<file path="src/include/rcw_regs.svh">
// Purpose: Register indices, field positions, reset values and counts of the RTC.
// Assumes: Host write port carries a 5-bit register index and 16-bit data.
// Notes: Definitions only.
`ifndef RCW_REGS_SVH
`define RCW_REGS_SVH

`define RCW_A_ISO 5'h00
`define RCW_A_KEYL 5'h01
`define RCW_A_KEYH 5'h02
`define RCW_A_MS 5'h03
`define RCW_A_SEC 5'h04
`define RCW_A_MIN 5'h05
`define RCW_A_HOUR 5'h06
`define RCW_A_WDAY 5'h07
`define RCW_A_DATE 5'h08
`define RCW_A_MON 5'h09
`define RCW_A_YEAR 5'h0A
`define RCW_A_ASEC 5'h0B
`define RCW_A_AMIN 5'h0C
`define RCW_A_AHOUR 5'h0D
`define RCW_A_ADATE 5'h0E
`define RCW_A_CTRL 5'h0F
`define RCW_A_STAT 5'h10
`define RCW_A_TRIM 5'h11
`define RCW_A_SCR_BASE 3'h5

`define RCW_KEY_LO 16'hF1E0
`define RCW_KEY_HI 16'h95A4

`define RCW_ACC_STEP 16'h03E8
`define RCW_ACC_WRAP 16'h8000

`define RCW_MS_MAX 12'h999
`define RCW_SEC_MAX 8'h59
`define RCW_HOUR_MAX 8'h23
`define RCW_WDAY_MAX 8'h07
`define RCW_MON_MAX 8'h12
`define RCW_YEAR_MAX 8'h99
`define RCW_FEB 8'h02
`define RCW_ONE 8'h01
`define RCW_ZERO8 8'h00
`define RCW_ZERO12 12'h000

`define RCW_C_ALM_EN 0
`define RCW_C_GRAN_LO 1
`define RCW_C_GRAN_HI 2
`define RCW_C_PER_LO 3
`define RCW_C_PER_HI 5
`define RCW_C_WAKE_OUT 6
`define RCW_CTRL_RST 8'h00
`define RCW_TRIM_SIGN 15

`define RCW_GRAN_SEC 2'h0
`define RCW_GRAN_MIN 2'h1
`define RCW_GRAN_HOUR 2'h2
`define RCW_GRAN_DAY 2'h3

`define RCW_PER_MS 3'h1
`define RCW_PER_SEC 3'h2
`define RCW_PER_MIN 3'h3
`define RCW_PER_HOUR 3'h4
`define RCW_PER_DAY 3'h5

`define RCW_S_ALARM 0
`define RCW_S_PER 1
`define RCW_S_WAKE 2

`endif

</file>
<file path="src/include/rcw_pkg.sv">
// Purpose: Types shared by the RTC core and its testbench.
// Assumes: Field widths match the register header.
// Notes: No constants live here; see rcw_regs.svh.
`default_nettype none
package rcw_pkg;
    typedef struct packed {
        logic [4:0] addr;
        logic [15:0] data;
    } rcw_wr_t;

    typedef struct packed {
        logic [11:0] ms;
        logic [7:0] sec;
        logic [7:0] min;
        logic [7:0] hour;
        logic [7:0] wday;
        logic [7:0] date;
        logic [7:0] mon;
        logic [7:0] year;
    } rcw_time_t;

    typedef enum logic [1:0] {
        WS_IDLE,
        WS_WAIT1,
        WS_WAIT2
    } rcw_wst_t;
endpackage : rcw_pkg
`default_nettype wire

</file>
<file path="src/rtl/rcw_rtc_core.sv">
// Purpose: BCD calendar clock with alarm, periodic event, wake pin and guarded writes.
// Assumes: clk32k_in is the 32.768 kHz crystal clock, sampled as a pin.
// Notes: sys_rst is the RTC power-on reset; no system reset enters here.
// Function
// Writes accepted only with oscillator enabled
// Isolation bit set to one releases writes
// Both key words must hold unlock value
// Otherwise keep isolated, discard host writes
// Writes land two slow-clock edges later
// Host clock at least three times faster
// Power-on reset initialises all RTC state; the scratch words carry no reset here
// System resets never clear RTC flops
// Count ms to year with leap years
// Hundred-year calendar ending at 2099
// BCD fields, 24-hour clock
// Millisecond trim corrects accumulated error
// Alarm at second/minute/hour/day granularity
// Periodic event: ms, s, min, hour, day
// All events merge onto one interrupt; here only alarm and periodic events reach it, the wake input event does not
// Alarm, periodic or wake input wake system
// Wake pin works as input or output
// Scratch words retained across system resets
// Fractional prescaler gives 1000 ms per second
`timescale 1ns/1ps
`default_nettype none
`include "rcw_regs.svh"
module rcw_rtc_core (
    input wire logic sys_clk,
    input wire logic sys_rst,
    input wire logic clk32k_in,
    input wire logic osc_en,
    input wire logic host_wr_en,
    input wire rcw_pkg::rcw_wr_t host_wr,
    input wire logic [4:0] host_rd_addr,
    input wire logic wake_pin_i,
    output logic [15:0] host_rd_data_q,
    output logic wr_busy_q,
    output logic unlocked_q,
    output rcw_pkg::rcw_time_t time_q,
    output logic rtc_irq_q,
    output logic sys_wake_q,
    output logic wake_pin_o_q,
    output logic wake_pin_oe_q
);
    function automatic logic [7:0] bcd_inc(input logic [7:0] v);
        bcd_inc = (v[3:0] == 4'h9) ? {v[7:4] + 4'h1, 4'h0} : {v[7:4], v[3:0] + 4'h1};
    endfunction : bcd_inc

    function automatic logic leap(input logic [7:0] y);
        // Every fourth year of 2000..2099 is leap, 2000 included
        leap = y[4] ? (y[3:0] == 4'h2 || y[3:0] == 4'h6)
                    : (y[3:0] == 4'h0 || y[3:0] == 4'h4 || y[3:0] == 4'h8);
    endfunction : leap

    function automatic logic [7:0] last_day(input logic [7:0] m, input logic [7:0] y);
        if (m == `RCW_FEB) begin
            last_day = leap(y) ? 8'h29 : 8'h28;
        end else if (m == 8'h04 || m == 8'h06 || m == 8'h09 || m == 8'h11) begin
            last_day = 8'h30;
        end else begin
            last_day = 8'h31;
        end
    endfunction : last_day

    // Pin synchronisers
    logic ck_s1_q, ck_s2_q, ck_s3_q;
    logic osc_s1_q, osc_s2_q;
    logic wk_s1_q, wk_s2_q, wk_s3_q;
    // Write pipe
    rcw_pkg::rcw_wst_t wst_q, wst_d;
    rcw_pkg::rcw_wr_t hold_q;
    // Guard and configuration
    logic iso_q;
    logic [15:0] key_lo_q, key_hi_q, trim_q;
    logic [7:0] ctrl_q, asec_q, amin_q, ahour_q, adate_q, trim_left_q;
    logic [15:0] acc_q;
    logic [2:0] stat_q;
    logic [4:0] rd_addr_q;
    rcw_pkg::rcw_time_t time_d;
    logic [15:0] scr_rdata;

    wire slow_tick = ck_s2_q & ~ck_s3_q;
    wire apply = (wst_q == rcw_pkg::WS_WAIT2) && slow_tick;
    wire gate_ok = osc_s2_q && iso_q && (key_lo_q == `RCW_KEY_LO) && (key_hi_q == `RCW_KEY_HI);
    wire is_gate_addr = (hold_q.addr == `RCW_A_ISO) || (hold_q.addr == `RCW_A_KEYL)
                        || (hold_q.addr == `RCW_A_KEYH);
    // Guard words stay writable so software can open the gate at all
    wire gate_wr = apply && osc_s2_q && is_gate_addr;
    wire reg_wr = apply && gate_ok;
    wire scr_wr = reg_wr && (hold_q.addr[4:2] == `RCW_A_SCR_BASE);

    // Fractional prescaler, 1000 ticks per 32768 slow edges
    wire [15:0] acc_sum = acc_q + `RCW_ACC_STEP;
    wire nat_tick = slow_tick && (acc_sum >= `RCW_ACC_WRAP);
    wire [15:0] acc_d = nat_tick ? acc_sum - `RCW_ACC_WRAP : acc_sum;
    wire trim_act = trim_left_q != `RCW_ZERO8;
    wire suppress = nat_tick && !trim_q[`RCW_TRIM_SIGN] && trim_act;
    wire insert = slow_tick && !nat_tick && trim_q[`RCW_TRIM_SIGN] && trim_act;
    wire ms_tick = (nat_tick && !suppress) || insert;

    wire ms_wrap = ms_tick && (time_q.ms == `RCW_MS_MAX);
    wire sec_wrap = ms_wrap && (time_q.sec == `RCW_SEC_MAX);
    wire min_wrap = sec_wrap && (time_q.min == `RCW_SEC_MAX);
    wire hr_wrap = min_wrap && (time_q.hour == `RCW_HOUR_MAX);
    wire day_wrap = hr_wrap && (time_q.date == last_day(time_q.mon, time_q.year));
    wire mon_wrap = day_wrap && (time_q.mon == `RCW_MON_MAX);

    wire alm_en = ctrl_q[`RCW_C_ALM_EN];
    wire [1:0] gran = ctrl_q[`RCW_C_GRAN_HI:`RCW_C_GRAN_LO];
    wire [2:0] per_sel = ctrl_q[`RCW_C_PER_HI:`RCW_C_PER_LO];
    wire wake_out = ctrl_q[`RCW_C_WAKE_OUT];
    wire alm_match = (time_d.sec == asec_q)
                     && (gran == `RCW_GRAN_SEC || time_d.min == amin_q)
                     && (gran == `RCW_GRAN_SEC || gran == `RCW_GRAN_MIN || time_d.hour == ahour_q)
                     && (gran != `RCW_GRAN_DAY || time_d.date == adate_q);
    wire alarm_hit = alm_en && ms_wrap && alm_match;
    wire per_hit = (per_sel == `RCW_PER_MS && ms_tick) || (per_sel == `RCW_PER_SEC && ms_wrap)
                   || (per_sel == `RCW_PER_MIN && sec_wrap) || (per_sel == `RCW_PER_HOUR && min_wrap)
                   || (per_sel == `RCW_PER_DAY && hr_wrap);
    wire wake_rise = !wake_out && wk_s2_q && !wk_s3_q;
    wire [2:0] stat_set = {wake_rise, per_hit, alarm_hit};
    wire [2:0] stat_clr = (reg_wr && hold_q.addr == `RCW_A_STAT) ? hold_q.data[2:0] : 3'h0;
    // A new event in the clearing cycle survives
    wire [2:0] stat_d = (stat_q & ~stat_clr) | stat_set;

    wire [15:0] rd_val =
        (rd_addr_q == `RCW_A_ISO) ? {15'h0000, iso_q} :
        (rd_addr_q == `RCW_A_KEYL) ? key_lo_q :
        (rd_addr_q == `RCW_A_KEYH) ? key_hi_q :
        (rd_addr_q == `RCW_A_MS) ? {4'h0, time_q.ms} :
        (rd_addr_q == `RCW_A_SEC) ? {8'h00, time_q.sec} :
        (rd_addr_q == `RCW_A_MIN) ? {8'h00, time_q.min} :
        (rd_addr_q == `RCW_A_HOUR) ? {8'h00, time_q.hour} :
        (rd_addr_q == `RCW_A_WDAY) ? {8'h00, time_q.wday} :
        (rd_addr_q == `RCW_A_DATE) ? {8'h00, time_q.date} :
        (rd_addr_q == `RCW_A_MON) ? {8'h00, time_q.mon} :
        (rd_addr_q == `RCW_A_YEAR) ? {8'h00, time_q.year} :
        (rd_addr_q == `RCW_A_ASEC) ? {8'h00, asec_q} :
        (rd_addr_q == `RCW_A_AMIN) ? {8'h00, amin_q} :
        (rd_addr_q == `RCW_A_AHOUR) ? {8'h00, ahour_q} :
        (rd_addr_q == `RCW_A_ADATE) ? {8'h00, adate_q} :
        (rd_addr_q == `RCW_A_CTRL) ? {8'h00, ctrl_q} :
        (rd_addr_q == `RCW_A_STAT) ? {13'h0000, stat_q} :
        (rd_addr_q == `RCW_A_TRIM) ? trim_q :
        (rd_addr_q[4:2] == `RCW_A_SCR_BASE) ? scr_rdata : 16'h0000;

    // Next state of the write pipe; host must not write while busy
    always_comb begin
        wst_d = wst_q;
        case (wst_q)
            rcw_pkg::WS_IDLE: if (host_wr_en) wst_d = rcw_pkg::WS_WAIT1;
            rcw_pkg::WS_WAIT1: if (slow_tick) wst_d = rcw_pkg::WS_WAIT2;
            rcw_pkg::WS_WAIT2: if (slow_tick) wst_d = rcw_pkg::WS_IDLE;
            default: wst_d = rcw_pkg::WS_IDLE;
        endcase
    end

    // Calendar advance, host field writes take priority
    always_comb begin
        time_d = time_q;
        if (ms_wrap) time_d.ms = `RCW_ZERO12;
        if (ms_tick && !ms_wrap) begin
            if (time_q.ms[7:0] == 8'h99) begin
                time_d.ms = {time_q.ms[11:8] + 4'h1, 8'h00};
            end else begin
                time_d.ms = {time_q.ms[11:8], bcd_inc(time_q.ms[7:0])};
            end
        end
        if (ms_wrap) time_d.sec = sec_wrap ? `RCW_ZERO8 : bcd_inc(time_q.sec);
        if (sec_wrap) time_d.min = min_wrap ? `RCW_ZERO8 : bcd_inc(time_q.min);
        if (min_wrap) time_d.hour = hr_wrap ? `RCW_ZERO8 : bcd_inc(time_q.hour);
        if (hr_wrap) begin
            time_d.wday = (time_q.wday == `RCW_WDAY_MAX) ? `RCW_ONE : bcd_inc(time_q.wday);
            time_d.date = day_wrap ? `RCW_ONE : bcd_inc(time_q.date);
        end
        if (day_wrap) time_d.mon = mon_wrap ? `RCW_ONE : bcd_inc(time_q.mon);
        if (mon_wrap) time_d.year = (time_q.year == `RCW_YEAR_MAX) ? `RCW_ZERO8 : bcd_inc(time_q.year);
        if (reg_wr) begin
            case (hold_q.addr)
                `RCW_A_MS: time_d.ms = hold_q.data[11:0];
                `RCW_A_SEC: time_d.sec = hold_q.data[7:0];
                `RCW_A_MIN: time_d.min = hold_q.data[7:0];
                `RCW_A_HOUR: time_d.hour = hold_q.data[7:0];
                `RCW_A_WDAY: time_d.wday = hold_q.data[7:0];
                `RCW_A_DATE: time_d.date = hold_q.data[7:0];
                `RCW_A_MON: time_d.mon = hold_q.data[7:0];
                `RCW_A_YEAR: time_d.year = hold_q.data[7:0];
                default: time_d.ms = time_d.ms;
            endcase
        end
    end

    // Crystal clock is only a sampled level here, hence the fast-clock ratio
    always_ff @(posedge sys_clk or posedge sys_rst) begin
        if (sys_rst) begin
            {ck_s1_q, ck_s2_q, ck_s3_q} <= 3'h0;
            {osc_s1_q, osc_s2_q} <= 2'h0;
            {wk_s1_q, wk_s2_q, wk_s3_q} <= 3'h0;
        end else begin
            {ck_s1_q, ck_s2_q, ck_s3_q} <= {clk32k_in, ck_s1_q, ck_s2_q};
            {osc_s1_q, osc_s2_q} <= {osc_en, osc_s1_q};
            {wk_s1_q, wk_s2_q, wk_s3_q} <= {wake_pin_i, wk_s1_q, wk_s2_q};
        end
    end

    // Only the RTC power-on reset clears these; no system reset is wired in
    always_ff @(posedge sys_clk or posedge sys_rst) begin
        if (sys_rst) begin
            wst_q <= rcw_pkg::WS_IDLE;
            hold_q <= '0;
            wr_busy_q <= 1'b0;
        end else begin
            wst_q <= wst_d;
            if (wst_q == rcw_pkg::WS_IDLE && host_wr_en) hold_q <= host_wr;
            wr_busy_q <= wst_d != rcw_pkg::WS_IDLE;
        end
    end

    always_ff @(posedge sys_clk or posedge sys_rst) begin
        if (sys_rst) begin
            iso_q <= 1'b0;
            key_lo_q <= 16'h0000;
            key_hi_q <= 16'h0000;
            unlocked_q <= 1'b0;
        end else begin
            if (gate_wr && hold_q.addr == `RCW_A_ISO) iso_q <= hold_q.data[0];
            if (gate_wr && hold_q.addr == `RCW_A_KEYL) key_lo_q <= hold_q.data;
            if (gate_wr && hold_q.addr == `RCW_A_KEYH) key_hi_q <= hold_q.data;
            unlocked_q <= gate_ok;
        end
    end

    always_ff @(posedge sys_clk or posedge sys_rst) begin
        if (sys_rst) begin
            ctrl_q <= `RCW_CTRL_RST;
            {asec_q, amin_q, ahour_q} <= 24'h000000;
            adate_q <= `RCW_ONE;
            trim_q <= 16'h0000;
        end else if (reg_wr) begin
            if (hold_q.addr == `RCW_A_CTRL) ctrl_q <= hold_q.data[7:0];
            if (hold_q.addr == `RCW_A_ASEC) asec_q <= hold_q.data[7:0];
            if (hold_q.addr == `RCW_A_AMIN) amin_q <= hold_q.data[7:0];
            if (hold_q.addr == `RCW_A_AHOUR) ahour_q <= hold_q.data[7:0];
            if (hold_q.addr == `RCW_A_ADATE) adate_q <= hold_q.data[7:0];
            if (hold_q.addr == `RCW_A_TRIM) trim_q <= hold_q.data;
        end
    end

    // Trim budget reloads each second: drop or add that many ms ticks
    always_ff @(posedge sys_clk or posedge sys_rst) begin
        if (sys_rst) begin
            acc_q <= 16'h0000;
            trim_left_q <= `RCW_ZERO8;
        end else begin
            if (slow_tick) acc_q <= acc_d;
            if (ms_wrap) begin
                trim_left_q <= trim_q[7:0];
            end else if (suppress || insert) begin
                trim_left_q <= trim_left_q - 8'h01;
            end
        end
    end

    always_ff @(posedge sys_clk or posedge sys_rst) begin
        if (sys_rst) begin
            time_q <= {`RCW_ZERO12, `RCW_ZERO8, `RCW_ZERO8, `RCW_ZERO8, `RCW_ONE, `RCW_ONE,
                       `RCW_ONE, `RCW_ZERO8};
            stat_q <= 3'h0;
            rtc_irq_q <= 1'b0;
            sys_wake_q <= 1'b0;
            wake_pin_o_q <= 1'b0;
            wake_pin_oe_q <= 1'b0;
        end else begin
            time_q <= time_d;
            stat_q <= stat_d;
            rtc_irq_q <= |stat_d[`RCW_S_PER:`RCW_S_ALARM];
            sys_wake_q <= |stat_d;
            wake_pin_oe_q <= wake_out;
            wake_pin_o_q <= wake_out && (|stat_d[`RCW_S_PER:`RCW_S_ALARM]);
        end
    end

    always_ff @(posedge sys_clk or posedge sys_rst) begin
        if (sys_rst) begin
            rd_addr_q <= 5'h00;
            host_rd_data_q <= 16'h0000;
        end else begin
            rd_addr_q <= host_rd_addr;
            host_rd_data_q <= rd_val;
        end
    end

    rcw_scratch_mem u_scratch (
        .sys_clk(sys_clk),
        .sys_rst(sys_rst),
        .we(scr_wr),
        .waddr(hold_q.addr[1:0]),
        .wdata(hold_q.data),
        .raddr(host_rd_addr[1:0]),
        .rdata_q(scr_rdata)
    );

    // Checks
    logic [1:0] wr_ticks_q;
    always_ff @(posedge sys_clk or posedge sys_rst) begin
        if (sys_rst) begin
            wr_ticks_q <= 2'h0;
        end else if (wst_q == rcw_pkg::WS_IDLE) begin
            wr_ticks_q <= 2'h0;
        end else if (slow_tick) begin
            wr_ticks_q <= wr_ticks_q + 2'h1;
        end
    end
endmodule : rcw_rtc_core
`default_nettype wire

</file>
<file path="src/rtl/rcw_scratch_mem.sv">
// Purpose: Four 16-bit scratch words that survive system resets.
// Assumes: Only the RTC power-on reset reaches this block.
// Notes: Contents carry no reset; only the read register does.
`timescale 1ns/1ps
`default_nettype none
module rcw_scratch_mem (
    input wire logic sys_clk,
    input wire logic sys_rst,
    input wire logic we,
    input wire logic [1:0] waddr,
    input wire logic [15:0] wdata,
    input wire logic [1:0] raddr,
    output logic [15:0] rdata_q
);
    logic [15:0] mem_q [0:3];

    // Retained across system resets so software can spot a set clock
    always_ff @(posedge sys_clk) begin
        if (we) begin
            mem_q[waddr] <= wdata;
        end
    end

    always_ff @(posedge sys_clk or posedge sys_rst) begin
        if (sys_rst) begin
            rdata_q <= 16'h0000;
        end else begin
            rdata_q <= mem_q[raddr];
        end
    end
endmodule : rcw_scratch_mem
`default_nettype wire

</file>
<file path="config.mk">
export PLATFORM = sky130hd
export DESIGN_NAME = rcw_rtc_core
export DESIGN_NICKNAME = d
export VERILOG_FILES = /design/src/include/rcw_pkg.sv /design/src/rtl/rcw_rtc_core.sv /design/src/rtl/rcw_scratch_mem.sv
export VERILOG_INCLUDE_DIRS = /design/src /design/src/include
export SDC_FILE = /design/constraint.sdc
export NUM_CORES = 1
export LEC_CHECK = 0
export BUFFER_PORTS_ARGS = -buffer_cell sky130_fd_sc_hd__buf_2
export CORE_MARGIN = 2
export CORE_UTILIZATION = 41
export DETAILED_ROUTE_END_ITERATION = 12
export HOLD_SLACK_MARGIN = 0.1
export PLACE_DENSITY = 0.57
export SETUP_SLACK_MARGIN = 0.15
export SLEW_MARGIN = 20
export SYNTH_ARGS = -nofsm -noshare
export SYNTH_HDL_FRONTEND = slang
export SYNTH_SLANG_ARGS = --single-unit
</file>
<file path="constraint.sdc">
create_clock -name sys_clk -period 18.2 [get_ports sys_clk]
set_clock_uncertainty 0.2 [all_clocks]
set_input_delay 1.82 -clock sys_clk [delete_from_list [all_inputs] [get_ports sys_clk]]
set_output_delay 1.82 -clock sys_clk [all_outputs]
set_load 0.005 [all_outputs]
</file>
**Word level (Yosys, flattened, before mapping)**

Memory sizes are Yosys's and may differ from the RTL's. A register that Yosys moved wholly into a read port is not among the register bits.
Cells that the tools add are included.
W data, S select, Z words.

- Add/sub/neg operators: 20
- $mul: 0
- Div/mod/pow operators: 0
- $lt $le $gt $ge: 1
- Equal/unequal tests: 77
- Shift-type cells: 0
- Mux-type cells: 66
- Bitwise operators: 5
- Reductions and logical operators: 80

Operators with widths:

| kind | number |
|---|---|
| $mux W16 | 21 |
| $mux W8 | 29 |
| $eq A5 B4 Y1 const B | 16 |
| $add A4 B1 Y4 const B | 17 |
| $mux W68 | 1 |
| $mux W12 | 4 |
| $eq A5 B3 Y1 const B | 8 |
| $eq A8 B8 Y1 | 5 |
| $logic_and A1 B1 Y1 | 40 |
| $eq A4 B4 Y1 const B | 9 |
| $eq A16 B16 Y1 const B | 2 |
| $eq A8 B3 Y1 const B | 3 |
| $eq A5 B2 Y1 const B | 4 |
| $eq A5 B5 Y1 const B | 4 |
| $logic_or A1 B1 Y1 | 18 |
| $add A16 B10 Y16 const B | 1 |
| $eq A8 B5 Y1 const B | 2 |
| $eq A8 B7 Y1 const B | 2 |
| $eq A8 B8 Y1 const B | 2 |
| $ge A16 B16 Y1 const B | 1 |
| $sub A16 B16 Y16 const B | 1 |
| $eq A12 B12 Y1 const B | 1 |
| $eq A3 B3 Y1 const B | 4 |
| $reduce_and A2 Y1 | 6 |
| 30 further kinds | 48 |

- Bits in registers: 242
- Bits in latches: 0
- Bits in writable memories: 64
- Memory bits (read-only): 0
- Input bits: 32
- Output and inout bits: 90
- Logic and storage cells: 289
- Memories: 1

Memories:

| name | depth | width | read ports | clocked after Yosys merged registers in | write ports | line | source |
|---|---|---|---|---|---|---|---|
| u_scratch.mem_q | 4 | 16 | 1 | 1 | 1 | rcw_scratch_mem.sv:15 | `logic [15:0] mem_q [0:3];` |

**Logic depth before layout (Yosys ltp)**

Gate-level depths: netlist of run 1.

- Word-level depth: 27
- Gate-level depth with buffers: 14
- Mapped depth without buffers: 12

**Cells and area by module**

A second synthesis of run 1 with hierarchy kept.

- Cells, all modules: 1,596
- Area, all modules: 16,822.4 um2

By module, submodules not included:

| module | times used | cells an instance | area an instance (um2) | seq. area each (um2) |
|---|---|---|---|---|
| rcw_rtc_core | 1 | 1,491 | 14,041.0 | 5,985.7 |
| rcw_scratch_mem | 1 | 105 | 2,781.4 | 2,322.2 |

**Worst setup path after synthesis of run 1**

No wires, ideal clock.

- Path type: input port to flip-flop
- From: in host_rd_addr[0]
- To: reg u_scratch.rdata_q[10] (read register of u_scratch.mem_q)
- Setup time: 0.138 ns
- Arrival time: 3.293 ns
- Required time: 17.862 ns
- Slack: 14.568 ns
- Stages on the path: 3
- Buffers on the path: 2
- Path through: clkbuf_1 > buf_1 > mux4_2

RTL lines:

| what | line | source |
|---|---|---|
| start, declared | rcw_rtc_core.sv:34 | `input wire logic [4:0] host_rd_addr,` |
| end, declared | rcw_scratch_mem.sv:13 | `output logic [15:0] rdata_q` |

No word-level cell between the ends.

**Final worst setup path of run 1**

- From: reg trim_left_q[0]
- To: reg wake_pin_o_q

- Longest elaborated chain between the ends: 21
- Elaborated cells on any way between the ends: 48
- Those cells by class: eq/ne: 4; mux: 13; bitwise: 1; reduce/logical: 30

RTL lines:

| what | line | source |
|---|---|---|
| start, declared | rcw_rtc_core.sv:75 | `logic [7:0] ctrl_q, asec_q, amin_q, ahour_q, adate_q, trim_left_q;` |
| start signal, assigned | rcw_rtc_core.sv:253 | `` trim_left_q <= `RCW_ZERO8; `` |
| start signal, assigned | rcw_rtc_core.sv:257 | `trim_left_q <= trim_q[7:0];` |
| start signal, assigned | rcw_rtc_core.sv:259 | `trim_left_q <= trim_left_q - 8'h01;` |
| $reduce_bool A8 Y1 (no line) (*) | - |  |
| $logic_and A1 B1 Y1 | rcw_rtc_core.sv:97 | `` wire suppress = nat_tick && !trim_q[`RCW_TRIM_SIGN] && trim_act; `` |
| $logic_not A1 Y1 | rcw_rtc_core.sv:99 | `wire ms_tick = (nat_tick && !suppress) \|\| insert;` |
| $logic_and A1 B1 Y1 | rcw_rtc_core.sv:99 |  |
| $logic_or A1 B1 Y1 (*) | rcw_rtc_core.sv:99 |  |
| $logic_and A1 B1 Y1 | rcw_rtc_core.sv:101 | `` wire ms_wrap = ms_tick && (time_q.ms == `RCW_MS_MAX); `` |
| $logic_and A1 B1 Y1 | rcw_rtc_core.sv:102 | `` wire sec_wrap = ms_wrap && (time_q.sec == `RCW_SEC_MAX); `` |
| $logic_and A1 B1 Y1 | rcw_rtc_core.sv:103 | `` wire min_wrap = sec_wrap && (time_q.min == `RCW_SEC_MAX); `` |
| [5 not listed] | - |  |
| $logic_or A1 B1 Y1, or another cell as far along | rcw_rtc_core.sv:113 | `` && (gran == `RCW_GRAN_SEC \|\| time_d.min == amin_q) `` |
| $logic_and A1 B1 Y1, or another cell as far along | rcw_rtc_core.sv:112 | `wire alm_match = (time_d.sec == asec_q)` |
| $logic_and A1 B1 Y1 / $logic_or A1 B1 Y1 (equally long branches) | rcw_rtc_core.sv:112, rcw_rtc_core.sv:115 |  |
| $logic_and A1 B1 Y1 | rcw_rtc_core.sv:112 |  |
| $logic_and A1 B1 Y1 | rcw_rtc_core.sv:116 | `wire alarm_hit = alm_en && ms_wrap && alm_match;` |
| $or A3 B3 Y3 (*) | rcw_rtc_core.sv:124 | `wire [2:0] stat_d = (stat_q & ~stat_clr) \| stat_set;` |
| $reduce_or A2 Y1 (*) | rcw_rtc_core.sv:279 | `` wake_pin_o_q <= wake_out && (\|stat_d[`RCW_S_PER:`RCW_S_ALARM]); `` |
| $logic_and A1 B1 Y1 (*) | rcw_rtc_core.sv:279 |  |
| end signal, assigned | rcw_rtc_core.sv:279 |  |
| end, declared | rcw_rtc_core.sv:42 | `output logic wake_pin_o_q,` |

Mark *: on every way between the ends. The rest lies on a longest branch, timed or not.
A chain may end at the register's enable or synchronous reset.

==> impl_metrics.json, run 1 <==
{
  "status": "complete, no violations",
  "criticalPathCategory": "flop to flop",
  "insertion_delay_ns": 0.57,
  "postSynthCellCount": 1723,
  "synth_seq_cells": 319,
  "p_per_area_nw_per_um2": 100.7,
  "cts_hold_buf": 0,
  "routed-wl-met2_um": 28950,
  "core_um2": 41850,
  "rsz0062_at_grt": "no",
  "die_area_um2": 44030,
  "synth_compound_area_frac": 0.1589,
  "leakage_nw": 8.442,
  "firstDrtPassIters": 6,
  "synth_area_per_cell_um2": 10.08,
  "avgViaCountPerCell": 6.297,
  "std_cell_rows": 75,
  "synthSimpleGateAreaFrac": 0.1870,
  "port_buffers": 121,
  "grt_pass1_vias": 14290,
  "multi_input_area_um2": 8488,
  "numCtsBuffers": 38,
  "post_cts_buffers": 0,
  "cts_resized": 0,
  "hold_class": "flop to flop",
  "cts_tree": "done",
  "synthXorXnorAreaFrac": 0.03630,
  "pin_count": 122,
  "num_vias": 14960,
  "drive_gt1_frac": 0.1935,
  "finalHoldViolations": 0,
  "htree_levels": 2,
  "cap_violations": 0,
  "cts_sinks": 319,
  "area_growth_pct": 13.71,
  "slew_headroom": 0.1498,
  "cp_max_fo": 11,
  "cts-root-buf": "clkbuf_16",
  "wl_per_cell_um": 27.61,
  "drc": 0,
  "clk_pin_slew_ns": 0.06,
  "dpl_cell_area_um2": 18440,
  "netlist_area_um2": 17370,
  "synth_top_family_by_area": "simple AND/OR/NAND/NOR gates",
  "slew_violations": 0,
  "synth_ff_type": "dfrtp_1",
  "grt_usage": 0.2996,
  "nets": 1870,
  "ant_nets": 0,
  "topRoutingLayerUsed": "met5",
  "overflow": 0,
  "grt_max_degree": 113,
  "p_total_mw": 1.989,
  "drt-total-wl_um": 65610,
  "antenna_found_initial": 2,
  "met1_length_um": 28460,
  "cts.path.max_buffers": 3,
  "setup-tns-final_ns": 0,
  "crit_required_ns": 18.47,
  "syn_nets": 1787,
  "worstPathArrival_ns": 4.65,
  "dp_hpwl_um": 47090,
  "yosys_warnings": 0,
  "start_util": 0.4151,
  "fillers": 3912,
  "max_freq_mhz": 228.3,
  "hold_ws_ns": 0.1519,
  "die_x_um": 209.8,
  "regArea_um2": 8308,
  "synth.distinct_cells": 106,
  "place_congestion": 1.047,
  "dpl_worst_slack_ns": 13.89,
  "timing.final.crit_share": 0.2407,
  "die_h_um": 209.8,
  "synth-edff-count": 64,
  "muxShareOfSynthArea": 0.07937,
  "period_minus_slack_ns": 4.380,
  "async_reset_ff_frac": 0.7994,
  "start_kind": "flop",
  "setup_slack_ns": 13.82,
  "peakVddDrop_mv": 0.1182,
  "final_area_um2": 19750,
  "drt-initial-drc-count": 1667,
  "worstMarginPinSlew_ns": 1.265,
  "synth.yosys.seq_area_share": 0.4782,
  "crit_path_end_kind": "flop",
  "finalSetupViolCount": 0,
  "routed-wl-met3_um": 5378,
  "grt_pass1_wl_um": 97370,
  "synthAdderAreaFrac": 0.02305
}
## cell families after synthesis
kind of cell / count (synthesis)
compound gates: 425
simple gates: 615
flops: 319
xor+xnor: 72
buf+inv: 151
fa+ha+maj: 32
mux: 109
## registers in the layout (all words and copies together) (netlist names), 2 cells and up
signal	count
time_q	68
u_scratch.mem_q	64
hold_q	21
host_rd_data_q	16
key_hi_q	16
key_lo_q	16
trim_q	16
u_scratch.rdata_q	16
acc_q	13
adate_q	8
ahour_q	8
amin_q	8
asec_q	8
ctrl_q	8
trim_left_q	8
rd_addr_q	5
stat_q	3
wst_q	2
## area by class of cell
cell class	count	area share
Antenna cell	2	0.0002534
Inverter	48	0.009501
Clock buffer	49	0.05327
Tap cell	539	0.03414
Timing Repair Buffer	146	0.04117
Multi-Input combinational cell	1253	0.4297
Clock inverter	20	0.01140
Sequential cell	319	0.4206
## Yosys cell counts, types with 10 or more instances
cell type | n | share of area
dfrtp_1 | 251 | 0.36
nand2_1 | 175 | 0.038
nor2_1 | 142 | 0.031
o21ai_0 | 120 | 0.035
a21oi_1 | 103 | 0.030
clkbuf_1 | 77 | 0.017
mux2_2 | 66 | 0.043
edfxtp_1 | 64 | 0.11
inv_1 | 48 | 0.010
nand3_1 | 45 | 0.013
xnor2_1 | 44 | 0.022
nor3_1 | 42 | 0.012
ha_1 | 32 | 0.023
nand4_1 | 28 | 0.010
xor2_1 | 28 | 0.014
mux2i_1 | 26 | 0.015
nand2b_1 | 26 | 0.0094
a22oi_1 | 25 | 0.011
a31oi_1 | 23 | 0.0083
a221oi_1 | 21 | 0.011
nor4_1 | 18 | 0.0065
nor2b_1 | 17 | 0.0061
and3_1 | 16 | 0.0058
mux4_2 | 16 | 0.021
o211ai_1 | 15 | 0.0065
o22ai_1 | 15 | 0.0054
nand3b_1 | 12 | 0.0052
and3b_1 | 10 | 0.0050
buf_2 | 10 | 0.0029
## final timing paths
kind | slack, ns | startpoint | cells past startpoint | end
worst max-delay path | 13.82 | trim_left_q[0]$_DFFE_PP0P_ | 12 | wake_pin_o_q$_DFF_PP0_
worst min-delay path | 0.15 | osc_s1_q$_DFF_PP0_ | 0 | osc_s2_q$_DFF_PP0_
worst max register to register | 13.82 | trim_left_q[0]$_DFFE_PP0P_ | 12 | wake_pin_o_q$_DFF_PP0_
worst min register to register | 0.15 | osc_s1_q$_DFF_PP0_ | 0 | osc_s2_q$_DFF_PP0_
max in group asynchronous | 15.08 | sys_rst | 3 | trim_q[14]$_DFFE_PP0P_
min in group asynchronous | 1.19 | sys_rst | 2 | acc_q[11]$_DFFE_PP0P_
## power breakdown
group	leakage (nW)	internal, mW	switching [mW]
logic	3.84	0.0931	0.247
clock network	0.630	0.457	0.320
registers	3.97	0.800	0.0724
total	8.44	1.35	0.639
## per-layer routing
| metal | GRT usage | up-vias |
|---|---|---|
| met5 | 0 | - |
| met1 | 0.4235 | 7495 |
| li1 | - | 6541 |
| met4 | 0.1277 | 4 |
| met2 | 0.4506 | 767 |
| met3 | 0.05776 | 154 |
## cell usage in the layout (no fill, tap or decap), drive strengths merged, types with 16 or more instances in the layout
| cell | instances |
|---|---|
| mux2 | 67 |
| a221oi | 22 |
| buf | 146 |
| and3 | 16 |
| edfxtp | 64 |
| nand4 | 31 |
| ha | 32 |
| nand3 | 45 |
| a31oi | 23 |
| xnor2 | 44 |
| nand2 | 177 |
| nor4 | 23 |
| nand2b | 26 |
| mux4 | 16 |
| dfrtp | 251 |
| a21oi | 104 |
| nor3 | 48 |
| a22oi | 25 |
| clkbuf | 49 |
| nor2 | 143 |
| xor2 | 28 |
| mux2i | 26 |
| nor2b | 17 |
| inv | 51 |
| o21ai | 125 |
## critical path, cell delays in order, from the launching register on
cell and delay [ns]:
dfrtp_1 0.40, inv_1 0.06, ha_1 0.18, nor3b_1 0.41, a21o_1 0.34, nand2_1 0.39, nor3_2 0.58, a31oi_1 0.33
mux2i_1 0.23, nor4_1 0.38, o221ai_2 0.16, or3_4 0.37, a221oi_2 0.24
## through the flow
step,instances,util
2_1_floorplan,1723,-
3_3_place_gp,2304,0.4405
3_5_place_dp,2304,0.4407
4_1_cts,2373,0.4712
5_1_grt,2374,0.4719
6_report,2376,0.4720
Power figures use the tool's default switching activity.
==> run 2, diff against run 1 <==
==> constraint.sdc (replaced) <==
create_clock -name sys_clk -period 4.2 [get_ports sys_clk]
set_clock_uncertainty 0.2 [all_clocks]
set_input_delay 0.42 -clock sys_clk [delete_from_list [all_inputs] [get_ports sys_clk]]
set_output_delay 0.42 -clock sys_clk [all_outputs]
set_load 0.005 [all_outputs]
==> run 2 against run 1 <==
- global-route usage grew 0.47 points
- utilization grew 2.4 points
- die area did not move
- power rose to 4.3 times the previous value
- setup slack got worse by 14 ns
- wire length increased by 1.3%
- sequential power grew to 4.3 times the previous value
- clock power increased to 4.2 times the previous value
- critical path depth stayed put
- critical path type unchanged
==> impl_metrics.json, run 2 (same netlist as run 1, synthesis figures left out) <==
{
  "die_x_um": 209.8,
  "wl_per_cell_um": 26.65,
  "cp_max_fo": 6,
  "largest_register": "time_q",
  "grt_usage": 0.3043,
  "hold_class": "input port to flop",
  "die_h_um": 209.8,
  "start_kind": "flop",
  "num_vias": 15270,
  "timing.critical_path.mode_cell": "or4_1",
  "avgViaCountPerCell": 6.124,
  "overflow": 0,
  "drt-total-wl_um": 66450,
  "fillers": 3891,
  "pin_count": 122,
  "hold_ws_ns": 0.1119,
  "drc": 0,
  "numCtsBuffers": 37,
  "cap_violations": 0,
  "drt-initial-drc-count": 1588,
  "antenna_found_initial": 0,
  "drive_gt1_frac": 0.2308,
  "worstPathArrival_ns": 4.18,
  "insertion_delay_ns": 0.58,
  "grt_pass1_wl_um": 98430,
  "critical-path-slowest-cell": "or4_1",
  "peakVddDrop_mv": 0.4721,
  "cts.path.max_buffers": 3,
  "criticalPathCategory": "flop to flop",
  "period_minus_slack_ns": 3.908,
  "worstMarginPinSlew_ns": 0.9053,
  "setup-tns-final_ns": 0,
  "slew_violations": 0,
  "cts_sinks": 319,
  "leakage_nw": 8.992,
  "clk_pin_slew_ns": 0.06,
  "dpl_cell_area_um2": 19100,
  "cp_top_family": "simple AND/OR/NAND/NOR gates",
  "place_congestion": 0.9841,
  "largestRegisters": "time_q: 68 flops, u_scratch.mem_q: 64 flops, hold_q: 21 flops",
  "final_cell_mix": "dfrtp_1 (251), nand2_1 (174), nor2_1 (142)",
  "grt_max_degree": 83,
  "die_area_um2": 44030,
  "p_total_mw": 8.570,
  "slew_headroom": 0.3943,
  "critPathMaxStageDelay_ns": 0.63,
  "std_cell_rows": 75,
  "port_buffers": 121,
  "start_util": 0.4151,
  "timing.final.crit_share": 0.9305,
  "insertedDiodeCount": 0,
  "p_per_area_nw_per_um2": 412.8,
  "nets": 1992,
  "finalHoldViolations": 0,
  "final_common_cell": "dfrtp_1",
  "final_area_um2": 20760,
  "area_growth_pct": 19.50,
  "finalSetupViolCount": 0,
  "dp_hpwl_um": 48610,
  "largest_reg_flops": 68,
  "cts-root-buf": "clkbuf_16",
  "crit_path_end_kind": "flop",
  "htree_levels": 2,
  "crit_required_ns": 4.47,
  "cts_tree": "done",
  "rsz0062_at_grt": "yes",
  "crit_path_cell_trace": "inv_1 > ha_1 > nor3b_4 > and3b_1 > mux2_4 > or4_1 > or4_1 > o21ai_1 > xnor2_1 > a31oi_1 > or3_4 > a221oi_2",
  "max_freq_mhz": 255.9,
  "firstDrtPassIters": 8,
  "core_um2": 41850,
  "status": "complete, no violations",
  "grt_pass1_vias": 14660,
  "critPathBufInv": 1,
  "ant_nets": 0
}
run 2: changes by cell type in the layout (fill, tap and decap cells not counted), sizes merged:
cell	change
buf	+92
clkbuf	+1
clkinv	-5
clkinvlp	+3
diode	-2
dlygate4sd3	+30
inv	-3
mux2	+1
run 2: layer usage:
metal	up-vias	share of wire	global-route usage
met1	7637	0.43	0.4336
met2	721	0.44	0.4558
met4	0	0.042	0.1250
met3	145	0.083	0.05911
li1	6765	-	-
met5	-	0	0
run 2: report_power, final:
group          switching, mW  internal (mW)  leakage, nW
registers              0.322           3.47         3.97
clock network           1.35           1.93        0.586
logic                   1.03          0.469         4.44
run 2: stage by stage:
step	util	setup WS [ns]	cells
final	0.4960	0.2919	2493
after global routing	0.4960	0.1459	2493
after CTS	0.4928	0.2648	2486
after detailed placement	0.4564	0.1410	2391
after global placement	0.4564	0.1719	2391
after floorplan	-	0.2256	1723
run 2: cell type report:
cell class	instances	area [um2]	area share
Clock inverter	15	180.2	0.008679
Timing Repair Buffer	268	1847	0.08896
Tap cell	539	674.4	0.03249
Sequential cell	319	8308	0.4002
Inverter	48	183.9	0.008860
Multi-Input combinational cell	1254	8531	0.4109
Clock buffer	50	1036	0.04990
run 2: worst paths after layout:
path                       depth (start not counted)                        from                endpoint  slack [ns]
min in group asynchronous                          3                     sys_rst    time_q[39]$_DFF_PP0_        0.15
setup / recovery                                  12  trim_left_q[0]$_DFFE_PP0P_  wake_pin_o_q$_DFF_PP0_        0.29
hold / removal                                     1             host_rd_addr[0]  rd_addr_q[0]$_DFF_PP0_        0.11
hold reg to reg                                    0           ck_s1_q$_DFF_PP0_       ck_s2_q$_DFF_PP0_        0.14
setup reg to reg                                  12  trim_left_q[0]$_DFFE_PP0P_  wake_pin_o_q$_DFF_PP0_        0.29
max in group asynchronous                          5                     sys_rst  hold_q[18]$_DFFE_PP0P_        2.64
run 2: timing repair:
| action | 4_1_cts | 5_1_grt |
|---|---|---|
| buffers inserted | 0 | 5 |
| pin swaps | 0 | 2 |
| gates resized for setup | 1 | 16 |
| endpoints found under the setup margin | 4 | 4 |
| cloned | 0 | 1 |
| endpoints found under the hold margin | 64 | 0 |
| hold buffers | 30 | 0 |
==> run 3, diff against run 2 <==
--- a/config.mk
+++ b/config.mk
@@ -9,6 +9,7 @@
 export BUFFER_PORTS_ARGS = -buffer_cell sky130_fd_sc_hd__buf_2
 export CORE_MARGIN = 2
 export CORE_UTILIZATION = 41
+export CTS_BUF_LIST = sky130_fd_sc_hd__clkbuf_4 sky130_fd_sc_hd__clkbuf_8 sky130_fd_sc_hd__clkbuf_16
 export DETAILED_ROUTE_END_ITERATION = 12
 export HOLD_SLACK_MARGIN = 0.1
 export PLACE_DENSITY = 0.57
==> run 3 against run 2 <==
- combinational power about the same
- maximum frequency up 0.17%
- non-clock buffer count did not move
- wire length barely moved
- utilization rose by 0.072 points
- count of clock-buffer cells in the layout unchanged
- sequential power is essentially flat
- hold slack lost 0.0066 ns
- die area did not move
- clock power increased by 2%
==> impl_metrics.json, run 3 (same netlist as run 1, synthesis figures left out) <==
{
  "crit_required_ns": 4.47,
  "peakVddDrop_mv": 0.4709,
  "worstMarginPinSlew_ns": 0.9078,
  "crit_path_end_kind": "flop",
  "max_freq_mhz": 256.3,
  "die_x_um": 209.8,
  "avgViaCountPerCell": 6.130,
  "hold_class": "input port to flop",
  "drive_gt1_frac": 0.2349,
  "switchingPower_mw": 2.713,
  "numCtsBuffers": 37,
  "largestRegisters": "time_q: 68 flops, u_scratch.mem_q: 64 flops, hold_q: 21 flops",
  "grt_pass1_wl_um": 98410,
  "start_kind": "flop",
  "period_minus_slack_ns": 3.902,
  "cp_max_fo": 5,
  "die_h_um": 209.8,
  "grt_pass1_vias": 14670,
  "p_sw_frac": 0.3145,
  "cts.path.max_buffers": 3,
  "nets": 1992,
  "area_growth_pct": 19.67,
  "fillers": 3887,
  "final_common_cell": "dfrtp_1",
  "min_to": "rd_addr_q[0]$_DFF_PP0_",
  "p_per_area_nw_per_um2": 415.0,
  "place_congestion": 0.9841,
  "cts-root-buf": "clkbuf_16",
  "cap_violations": 0,
  "dp_hpwl_um": 48610,
  "slew_violations": 0,
  "ff2ff_setup_slack_ns": 0.30,
  "core_um2": 41850,
  "p_int_mw": 5.914,
  "cts_sinks": 319,
  "port_buffers": 121,
  "antenna_found_initial": 0,
  "setup-tns-final_ns": 0,
  "slew_headroom": 0.3948,
  "fin_cells": 2493,
  "ant_nets": 0,
  "largest_register": "time_q",
  "leakage_nw": 9.020,
  "largest_reg_flops": 68,
  "worstPathArrival_ns": 4.18,
  "placed_cells_incl_taps": 2391,
  "overflow": 0,
  "r2r_start": "key_lo_q[4]$_DFFE_PP0P_",
  "finalHoldViolations": 0,
  "std_cell_rows": 75,
  "min_from": "host_rd_addr[0]",
  "clk_pin_slew_ns": 0.06,
  "wl_per_cell_um": 26.66,
  "hold_ws_ns": 0.1053,
  "hold_depth": 1,
  "reg2reg_to": "wake_pin_o_q$_DFF_PP0_",
  "die_area_um2": 44030,
  "firstDrtPassIters": 6,
  "status": "complete, no violations",
  "drc": 0,
  "num_vias": 15280,
  "final_core_util": 0.4967,
  "final_cell_mix": "dfrtp_1 (251), nand2_1 (174), nor2_1 (142)",
  "criticalPathCategory": "flop to flop",
  "timing.final.crit_share": 0.9289,
  "cts_tree": "done",
  "finalSetupViolCount": 0,
  "rsz0062_at_grt": "yes",
  "htree_levels": 2,
  "reg2reg_depth": 10,
  "drt-total-wl_um": 66470,
  "insertion_delay_ns": 0.58,
  "grt_max_degree": 83,
  "pin_count": 122,
  "drt-initial-drc-count": 1608,
  "p_clk_frac": 0.386,
  "grt_usage": 0.3043,
  "power_frac_seq": 0.439,
  "start_util": 0.4151,
  "pwr-share-comb": 0.175,
  "insertedDiodeCount": 0
}
## run 3: cell counts in the layout (fill, tap and decap cells not counted)
Identical to the previous run, type by type.
## run 3: worst max path at each step
stage | from | to | slack [ns] | cells after the start
after floorplan | sys_rst | acc_q[10]$_DFFE_PP0P_ | 0.23 | 1
after global placement | trim_left_q[0]$_DFFE_PP0P_ | wake_pin_o_q$_DFF_PP0_ | 0.17 | 13
after detailed placement | trim_left_q[0]$_DFFE_PP0P_ | wake_pin_o_q$_DFF_PP0_ | 0.14 | 13
after CTS | time_q[61]$_DFF_PP0_ | wake_pin_o_q$_DFF_PP0_ | 0.26 | 12
after global routing | key_lo_q[4]$_DFFE_PP0P_ | sys_wake_q$_DFF_PP0_ | 0.15 | 10
final | key_lo_q[4]$_DFFE_PP0P_ | wake_pin_o_q$_DFF_PP0_ | 0.30 | 10
## run 3: metal layers
layer | GRT usage | part of all wire | vias to the layer above | routed length [um]
met5 | 0 | 0 | - | 0
met4 | 0.1250 | 0.043 | 0 | 2848
met3 | 0.05866 | 0.079 | 158 | 5263
met2 | 0.4551 | 0.44 | 674 | 29260
met1 | 0.4345 | 0.44 | 7690 | 29100
li1 | - | - | 6760 | -
## run 3: repair_timing
item | CTS | global route
setup endpoints to repair | 4 | 4
hold endpoints to repair | 64 | 0
gates cloned | 0 | 1
buffers inserted | 0 | 5
gates resized for setup | 1 | 16
hold buffers | 30 | 0
pin swaps | 0 | 2
## run 3: final cells by class
class	instances	area, um2	area share
Timing Repair Buffer	268	1847	0.08883
Sequential cell	319	8308	0.3996
Clock inverter	15	180.2	0.008666
Inverter	48	183.9	0.008847
Clock buffer	50	1066	0.05128
Multi-Input combinational cell	1254	8531	0.4103
Tap cell	539	674.4	0.03244
## run 3: worst max-delay path, stage by stage (launching register included)
cell and delay [ns]:
dfrtp_1 0.44, nor4bb_1 0.37, and4_2 0.36, nand4_1 0.16, or4_1 0.70, a211o_1 0.36, a211o_1 0.24, a2111oi_2 0.38
buf_4 0.21, nand3_1 0.11, a221oi_2 0.25
## run 3: power by group through the flow
stage / Combinational, mW / Clock, mW / Sequential [mW]
5_1_grt: 1.60 / 3.51 / 3.83
4_1_cts: 1.47 / 3.39 / 3.79
3_3_place_gp: 1.43 / 0 / 3.83
2_1_floorplan: 0.792 / 0 / 3.71
6_report: 1.51 / 3.33 / 3.79
3_5_place_dp: 1.44 / 0 / 3.84
## run 3: metrics by stage
step           instance area, um2  setup WS (ns)  total power, mW
6_report                    20790         0.2985            8.628
4_1_cts                     20650         0.2641            8.645
3_3_place_gp                19100         0.1719            5.255
2_1_floorplan               17380         0.2256            4.505
3_5_place_dp                19100         0.1410            5.282
5_1_grt                     20790         0.1459            8.940
